**src/ppio_pkg.sv**
```systemverilog
package ppio_pkg;

	// ==========================================================
	// Geometry
	localparam int unsigned PIN_COUNT  = 32;
	localparam int unsigned BANK_WIDTH = 16;
	localparam int unsigned ADDR_WIDTH = 8;

	// ==========================================================
	// Register offsets inside the peripheral control block
	localparam logic [7:0] OFS_MODE_LO  = 8'h70;
	localparam logic [7:0] OFS_DIR_LO   = 8'h72;
	localparam logic [7:0] OFS_LEVEL_LO = 8'h74;
	localparam logic [7:0] OFS_MODE_HI  = 8'h76;
	localparam logic [7:0] OFS_DIR_HI   = 8'h78;
	localparam logic [7:0] OFS_LEVEL_HI = 8'h7a;

	// ==========================================================
	// Reset values and fixed pin properties
	localparam logic [31:0] MODE_RESET      = 32'h0000_0000;
	localparam logic [31:0] DIR_RESET       = 32'hffff_fc07;
	localparam logic [31:0] LEVEL_RESET     = 32'h0000_0000;
	localparam logic [31:0] OVERRIDE_MASK   = 32'h2400_0000;
	localparam logic [31:0] PULL_DOWN_MASK  = 32'h0000_0402;
	localparam int unsigned SRDY_PIN        = 6;
	localparam logic [15:0] UNMAPPED_READ   = 16'h0000;

	// ==========================================================
	// Pin function, encoded as {mode bit, direction bit}
	typedef enum logic [1:0] {
		PPIO_NORMAL     = 2'h0,
		PPIO_INPUT_PULL = 2'h1,
		PPIO_OUTPUT     = 2'h2,
		PPIO_OPEN_DRAIN = 2'h3
	} ppio_func_t;

	// ==========================================================
	// Carriers
	typedef struct packed {
		logic        sel;
		logic        rd;
		logic        wr;
		logic [1:0]  be;
		logic [7:0]  addr;
		logic [15:0] wdata;
	} ppio_pcb_req_t;

	typedef struct packed {
		logic out;
		logic oe;
		logic pull_up;
		logic pull_down;
	} ppio_drive_t;

endpackage

```
**src/ppio_pin_cell.sv**
```systemverilog
`timescale 1ns/1ps
module ppio_pin_cell
	import ppio_pkg::*;
(
	input  wire logic        clk,
	input  wire logic        rst_b,
	input  wire ppio_func_t  func,
	input  wire logic        level_out,
	input  wire logic        pull_down_sel,
	input  wire logic        periph_out,
	input  wire logic        periph_oe,
	input  wire logic        pin_level,
	output ppio_drive_t      drive,
	output logic             periph_in
);

	ppio_drive_t next_drive;
	logic        next_periph_in;

	// ==========================================================
	// Pin steering
	always_comb begin
		next_drive     = '0;
		next_periph_in = 1'b1;
		unique case (func)
			PPIO_NORMAL: begin
				next_drive.out = periph_out;
				next_drive.oe  = periph_oe;
				next_periph_in = pin_level;
			end
			PPIO_INPUT_PULL: begin
				next_drive.pull_up   = ~pull_down_sel;
				next_drive.pull_down = pull_down_sel;
			end
			PPIO_OUTPUT: begin
				next_drive.out = level_out;
				next_drive.oe  = 1'b1;
			end
			PPIO_OPEN_DRAIN: begin
				next_drive.out = 1'b0;
				next_drive.oe  = ~level_out;
			end
		endcase
	end

	always_ff @(posedge clk) begin
		if (!rst_b) begin
			drive     <= '0;
			periph_in <= 1'b1;
		end else begin
			drive     <= next_drive;
			periph_in <= next_periph_in;
		end
	end

endmodule

```
**src/ppio_unit.sv**
```systemverilog
`timescale 1ns/1ps
module ppio_unit
	import ppio_pkg::*;
#(
	parameter bit          BYTE_BUS  = 1'b0,
	parameter int unsigned PINS      = PIN_COUNT
)(
	input  wire logic             clk,
	input  wire logic             rst_b,
	input  wire ppio_pcb_req_t    pcb_req,
	output logic [15:0]           pcb_rdata,
	input  wire logic             override_strap_b,
	input  wire logic             srdy_pull_down_sel,
	input  wire logic [PINS-1:0]  pad_in,
	input  wire logic [PINS-1:0]  periph_out,
	input  wire logic [PINS-1:0]  periph_oe,
	output logic [PINS-1:0]       periph_in,
	output logic [PINS-1:0]       pad_out,
	output logic [PINS-1:0]       pad_oe,
	output logic [PINS-1:0]       pad_pull_up,
	output logic [PINS-1:0]       pad_pull_down
);

	// ==========================================================
	// Synchronisers for pins and reset strap
	logic [PINS-1:0] pad_meta;
	logic [PINS-1:0] pad_sync;
	logic            strap_meta;
	logic            strap_sync;

	always_ff @(posedge clk) begin
		pad_meta   <= pad_in;
		pad_sync   <= pad_meta;
		strap_meta <= override_strap_b;
		strap_sync <= strap_meta;
	end

	// ==========================================================
	// Control registers
	logic [31:0] mode;
	logic [31:0] dir;
	logic [31:0] level;
	logic [15:0] rdata_q;
	logic [31:0] next_mode;
	logic [31:0] next_dir;
	logic [31:0] next_level;
	logic [15:0] next_rdata;
	logic [31:0] pin_now;
	logic [1:0]  lanes;
	logic [15:0] lane_mask;
	logic        wr_go;
	logic        rd_go;

	assign pin_now   = 32'(pad_sync);
	assign wr_go     = pcb_req.sel & pcb_req.wr;
	assign rd_go     = pcb_req.sel & pcb_req.rd;
	assign lanes     = BYTE_BUS ? 2'h3 : pcb_req.be;
	assign lane_mask = {{8{lanes[1]}}, {8{lanes[0]}}};

	function automatic logic [15:0] merge(input logic [15:0] old, input logic [15:0] wd,
	                                      input logic [15:0] msk);
		merge = (old & ~msk) | (wd & msk);
	endfunction

	always_comb begin
		next_mode  = mode;
		next_dir   = dir;
		next_level = level;
		next_rdata = rdata_q;
		if (!rst_b) begin
			next_mode  = MODE_RESET;
			next_dir   = strap_sync ? DIR_RESET : (DIR_RESET & ~OVERRIDE_MASK);
			next_level = LEVEL_RESET;
			next_rdata = UNMAPPED_READ;
		end else begin
			// Word-aligned decode; odd addresses alias their word
			if (wr_go) begin
				unique case ({pcb_req.addr[7:1], 1'b0})
					OFS_MODE_LO:  next_mode[15:0]   = merge(mode[15:0], pcb_req.wdata, lane_mask);
					OFS_DIR_LO:   next_dir[15:0]    = merge(dir[15:0], pcb_req.wdata, lane_mask);
					OFS_LEVEL_LO: next_level[15:0]  = merge(level[15:0], pcb_req.wdata, lane_mask);
					OFS_MODE_HI:  next_mode[31:16]  = merge(mode[31:16], pcb_req.wdata, lane_mask);
					OFS_DIR_HI:   next_dir[31:16]   = merge(dir[31:16], pcb_req.wdata, lane_mask);
					OFS_LEVEL_HI: next_level[31:16] = merge(level[31:16], pcb_req.wdata, lane_mask);
					default: ;
				endcase
			end
			if (rd_go) begin
				unique case ({pcb_req.addr[7:1], 1'b0})
					OFS_MODE_LO:  next_rdata = mode[15:0];
					OFS_DIR_LO:   next_rdata = dir[15:0];
					OFS_LEVEL_LO: next_rdata = pin_now[15:0];
					OFS_MODE_HI:  next_rdata = mode[31:16];
					OFS_DIR_HI:   next_rdata = dir[31:16];
					OFS_LEVEL_HI: next_rdata = pin_now[31:16];
					default:      next_rdata = UNMAPPED_READ;
				endcase
			end
		end
	end

	always_ff @(posedge clk) begin
		mode    <= next_mode;
		dir     <= next_dir;
		level   <= next_level;
		rdata_q <= next_rdata;
	end

	assign pcb_rdata = rdata_q;

	// ==========================================================
	// Per-pin function cells
	logic [31:0] pull_down_sel;

	// Fixed pull-downs, plus the ready pin's selectable pull-down
	assign pull_down_sel = PULL_DOWN_MASK | (32'(srdy_pull_down_sel) << SRDY_PIN);

	genvar gi;
	generate
		for (gi = 0; gi < PINS; gi++) begin : g_pin
			ppio_drive_t drv;

			ppio_pin_cell u_cell (
				.clk           (clk),
				.rst_b         (rst_b),
				.func          (ppio_func_t'({mode[gi], dir[gi]})),
				.level_out     (level[gi]),
				.pull_down_sel (pull_down_sel[gi]),
				.periph_out    (periph_out[gi]),
				.periph_oe     (periph_oe[gi]),
				.pin_level     (pad_sync[gi]),
				.drive         (drv),
				.periph_in     (periph_in[gi])
			);

			assign pad_out[gi]       = drv.out;
			assign pad_oe[gi]        = drv.oe;
			assign pad_pull_up[gi]   = drv.pull_up;
			assign pad_pull_down[gi] = drv.pull_down;
		end
	endgenerate

endmodule

```
**config.mk**
```make
export PLATFORM = sky130hd
export DESIGN_NAME = ppio_unit
export DESIGN_NICKNAME = d
export VERILOG_FILES = /design/src/ppio_pkg.sv /design/src/ppio_pin_cell.sv /design/src/ppio_unit.sv
export SDC_FILE = /design/constraint.sdc
export NUM_CORES = 1
export LEC_CHECK = 0
export BUFFER_PORTS_ARGS = -buffer_cell sky130_fd_sc_hd__buf_2
export CORE_MARGIN = 8
export CORE_UTILIZATION = 52
export CTS_BUF_LIST = sky130_fd_sc_hd__clkbuf_16
export DETAILED_ROUTE_END_ITERATION = 12
export PLACE_DENSITY = 0.76
export SETUP_SLACK_MARGIN = 0.4
export SLEW_MARGIN = 20
export SYNTH_ARGS = -nofsm -noshare
export SYNTH_HDL_FRONTEND = slang
export SYNTH_SLANG_ARGS = --single-unit
```
**constraint.sdc**
```tcl
create_clock -name clk -period 4.16 [get_ports clk]
set_input_delay 0.416 -clock clk [delete_from_list [all_inputs] [get_ports clk]]
set_output_delay 0.416 -clock clk [all_outputs]
set_load 0.05 [all_outputs]
```
# [Word level (Yosys, flattened, before mapping)]
# Index checks and enable logic that the tools add are counted.
[op_classes] eq_ne=105 mux=69 bitwise_logic=49 reduce_logical=71
[ops] operator="2-bit one-hot mux with 3 select lines" count=32
[ops] operator="2-bit == test (second input constant)" count=64
[ops] operator="16-bit AND" count=7
[ops] operator="16-bit OR" count=6
[ops] operator="16-bit one-hot mux with 6 select lines" count=1
[ops] operator="2-bit AND reduction" count=39
[ops] operator="2-bit by 1-bit == test with 1-bit output (second input constant)" count=32
[ops] operator="2-bit zero test" count=32
[ops] operator="32-bit 2-to-1 mux" count=2
[ops] operator="2-bit 2-to-1 mux" count=29
[ops] operator="7-bit by 6-bit == test with 1-bit output (second input constant)" count=6
[ops] operator="1-bit inverter" count=33
[ops] operator="16-bit 2-to-1 mux" count=2
[ops] operator="30-bit 2-to-1 mux" count=1
[ops] operator="16-bit inverter" count=1
[ops] operator="2-bit by 1-bit != test with 1-bit output (second input constant)" count=3
[ops] operator="1-bit AND" count=2
[ops] operator="1-bit 2-to-1 mux" count=2
[totals] ff_bits=338 input_bits=129 output_inout_bits=176 elab_cells=465

# [Logic depth before layout (Yosys ltp)]
[logic_depth] word_depth=6 mapped_depth=7 ltp_nobuf=4

# [Modules after synthesis]
# Synthesis repeated with hierarchy kept, for this count alone.
[hier_totals] hier_cells=1006 area_unflattened_um2=11892.7
[by_module_without_submodules] mod="ppio_unit" n_inst=1 cells_per_inst=590 area_per_inst_um2=6367.4 seq_area_each_um2=3883.7
[by_module_without_submodules] mod="ppio_pin_cell" n_inst=32 cells_per_inst=13 area_per_inst_um2=172.7 seq_area_each_um2=100.1

# [Worst setup path before layout]
# No wires, ideal clock.
[synth_path] kind="input-to-reg" from="in pcb_req[17] (netlist name)" to="reg dir[16], enable pin" setup_time_ns=0.426 arrival_ns=2.578 required_ns=3.734 path_slack_ns=1.155 path_stages=4 path_buffers=3 path_cell_list="clkbuf_1 buf_2 clkbuf_1 o41ai_1"
[synth_between] elab_chain_len=3
[synth_lines] element="from (decl)" line="ppio_unit.sv:10" source="input wire ppio_pcb_req_t pcb_req,"
[synth_lines] element="7-bit by 6-bit == test with 1-bit output" line="ppio_unit.sv:78" source="unique case ({pcb_req.addr[7:1], 1'b0})"
[synth_lines] element="2-bit by 1-bit != test with 1-bit output (no source line)"
[synth_lines] element="2-bit AND reduction (no source line)"
[synth_lines] element="to (signal assigned)" line="ppio_unit.sv:104" source="dir <= next_dir;"
[synth_lines] element="to (decl)" line="ppio_unit.sv:41" source="logic [31:0] dir;"
# No other way between the ends.
# A chain may end at the register's enable or synchronous reset.

==> results.sh <==
export IMPL_status="finished clean"
export IMPL_crit_chain="buf_2, buf_4, nand2b_1, nor3_4, mux2i_1, nor2b_1"
export IMPL_drc_errors=0
export IMPL_final_antenna_net_count=0
export IMPL_fin_nets=1443
export IMPL_drv_slew=0
export IMPL_tritoncts="built"
export IMPL_avgSynthCellArea_um2=11.0
export IMPL_end_kind="register"
export IMPL_max_stage_delay_ns=0.80
export IMPL_routed_via_density=5.14
export IMPL_drive_above_1_share_pct=28.3
export IMPL_worstMarginPinSlew_ns=0.898
export IMPL_finalWeightedCongestion=0.808
export IMPL_hold_buffers=33
export IMPL_drt_iter0_drc=468
export IMPL_clock_path_buffers=3
export IMPL_ys_seq_elements=307
export IMPL_grt_max_degree=108
export IMPL_core_area_um2=21800
export IMPL_maxCapViolations=0
export IMPL_global_route_usage_met1_pct=27.8
export IMPL_cts_buffers=31
export IMPL_antenna_found_initial=1
export IMPL_grt_overflow=0
export IMPL_grtUsageTotal_pct=21.6
export IMPL_yosys_cell_types_count=47
export IMPL_use_met2_pct=35.7
export IMPL_min_period_over_period_pct=48.2
export IMPL_routed_wirelength_um=30700
export IMPL_arrival_ns=2.44
export IMPL_cp_num_buf_inv=2
export IMPL_dieWidth_um=165
export IMPL_fin_tns_setup_ns=0
export IMPL_cts_resized=0
export IMPL_crit_path_start_kind="primary input"
export IMPL_p_int_uw=4860
export IMPL_clock_sinks=307
export IMPL_clkLatencyLatePin_ns=0.55
export IMPL_skew_ns=0.0111
export IMPL_cp_max_fo=14
export IMPL_p_seq_share_pct=48.6
export IMPL_netlist_area_um2=11500
export IMPL_fmax_mhz=498
export IMPL_hold_violations=0
export IMPL_setup_viol=0
export IMPL_root_buffer="clkbuf_16"
export IMPL_io_pins=305
export IMPL_die_h_um=165
export IMPL_drtPass1Iterations=4
export IMPL_finalPower_uw=6500
export IMPL_worstPathRequired_ns=4.59
export IMPL_leakage_uw=0.00600
export IMPL_grt_busiest_layer="met2"
export IMPL_clk_pin_slew_ns=0.06
export IMPL_vdd_ir_drop_max_v=0.000323
export IMPL_vias=8316
export IMPL_post_route_min_period_ns=2.01
export IMPL_slew_headroom_pct=39.9
export IMPL_use_met3_pct=4.59
export IMPL_cts_htree_levels=1
export IMPL_grt_pass1_vias=8456
export IMPL_path_delay_family="simple AND/OR/NAND/NOR gates"
export IMPL_ys_seq_area_share_pct=56.0
export IMPL_wl_per_cell_um=19.0
export IMPL_rsz0062_at_grt="no"
export IMPL_clockPowerShare_pct=41.1
export IMPL_critPathSlowestCell="nor3_4"
export IMPL_grt_pass1_wl_um=46500
export IMPL_power_density_nw_per_um2=460
export IMPL_port_buffers=272
export IMPL_ys_warn_count=0
export IMPL_initial_core_util_pct=52.9
export IMPL_power_switching_uw=1640
export IMPL_area_growth_pct=22.3
export IMPL_die_area_um2=27200
export IMPL_synth_cells=1047
export IMPL_combinationalPowerShare_pct=10.3
export IMPL_critPathKind="primary input to register"
export IMPL_cts_setup_buffers=0
export IMPL_dp_hpwl_um=21000
export IMPL_row_count=54
export IMPL_switching_share_pct=25.2
export IMPL_hold_class="primary input to register"
-- synthesized netlist by cell type, drive strengths merged --
cell type	number	area share, %
o211ai	6	0.39
conb	1	0.032
and4b	1	0.087
nand2	76	2.5
buf	75	4.7
o41ai	1	0.076
nor2b	119	6.4
inv	15	0.49
a32oi	1	0.076
edfxtp	32	8.3
nor3	8	0.93
clkbuf	36	1.2
nand3b	2	0.13
a22oi	20	1.3
nand4b	3	0.36
a21oi	21	0.91
a22o	4	0.30
mux2	18	1.8
nor2	25	0.81
or4b	21	1.8
mux2i	105	9.1
nor4	2	0.11
nand2b	21	1.1
o31ai	1	0.065
or4	2	0.13
nand4	4	0.22
mux4	3	0.59
or3	7	0.38
o221ai	2	0.15
a32o	3	0.26
a21boi	14	0.91
and3b	13	0.99
nand3	23	1.0
nor3b	26	1.7
and2	6	0.33
o21a	3	0.20
and3	13	0.70
o21ai	30	1.3
dfxtp	275	48
a31oi	8	0.43
a211o	1	0.076
-- stage by stage --
stage | hold WS, ns | instance area (um^2) | setup WS [ns] | instances | utilization, %
final | 0.0369 | 14100 | 2.15 | 1618 | 64.7
after global routing | 0.0321 | 14100 | 1.88 | 1617 | 64.7
after CTS | 0.0129 | 14100 | 2.11 | 1617 | 64.7
after detailed placement | 0.312 | 12800 | 1.54 | 1528 | 58.6
after global placement | 0.311 | 12800 | 1.54 | 1528 | 58.6
after floorplan | 0.310 | 11700 | 1.16 | 1077 | -
-- layer usage --
metal	share of wire [%]	wire length, um
met1	44	13400
met4	2.9	881
met2	47	14300
met5	0.033	10
met3	6.8	2080
-- cell usage in the layout (no fill, tap or decap), types with 18 or more instances in the layout --
| master | netlist | layout |
|---|---|---|
| nand2b_1 | 21 | 21 |
| nor3b_1 | 26 | 26 |
| mux2i_1 | 105 | 105 |
| mux2_2 | 18 | 18 |
| nor2b_1 | 119 | 119 |
| a22oi_1 | 20 | 20 |
| or4b_2 | 21 | 21 |
| a21oi_1 | 21 | 21 |
| nor2_1 | 25 | 25 |
| dfxtp_1 | 275 | 275 |
| clkbuf_16 | 0 | 33 |
| o21ai_0 | 30 | 30 |
| inv_1 | 15 | 20 |
| buf_2 | 10 | 271 |
| conb_1 | 1 | 31 |
| nand2_1 | 76 | 76 |
| edfxtp_1 | 32 | 32 |
| nand3_1 | 23 | 23 |
| dlygate4sd3_1 | 0 | 33 |
-- worst register-to-register path: cells and delay by family (launching register included) --
family	cells	cell delay (ns)
flops	1	0.52
mux	1	0.50
compound gates	1	0.16
simple gates	1	0.06
-- cell type report --
type | instances | area (um^2)
diodes | 1 | 2.50
clock buffers | 33 | 826
clock inverters | 23 | 160
fillers | 1766 | 7710
inverters | 15 | 56.3
multi-input cells | 644 | 4470
flip-flops and latches | 307 | 6470
well taps | 280 | 350
repair buffers | 315 | 1780
-- worst paths after layout --
path              slack, ns  cells past startpoint               start                        to
hold reg to reg        0.32                      0        pad_meta[23]              pad_sync[23]
hold / removal         0.04                      2  srdy_pull_down_sel  g_pin[6].u_cell.drive[1]
setup / recovery       2.15                      6         pcb_req[19]                  register
setup reg to reg       2.80                      3              dir[6]              pcb_rdata[6]
-- logic make-up (layout without fill, tap and decap cells) --
| logic type | Yosys count | in the layout | synth area share [%] |
|---|---|---|---|
| AND/OR/NAND/NOR | 372 | 372 | 19.7 |
| flip-flops | 307 | 307 | 56.0 |
| multiplexers | 126 | 126 | 11.4 |
| buffers and inverters | 126 | 386 | 6.32 |
| AO/OA/AOI/OAI | 115 | 115 | 6.45 |
| other | 1 | 32 | 0.0325 |
-- power by group through the flow --
stage               Clock, uW  Sequential (uW)  Combinational (uW)
finish                   2670             3160                 669
global route             2840             3170                 710
CTS                      2730             3160                 669
detailed placement          0             3220                 642
global placement            0             3220                 637
floorplan                   0             3360                 336
(Power assumes the default switching activity.)
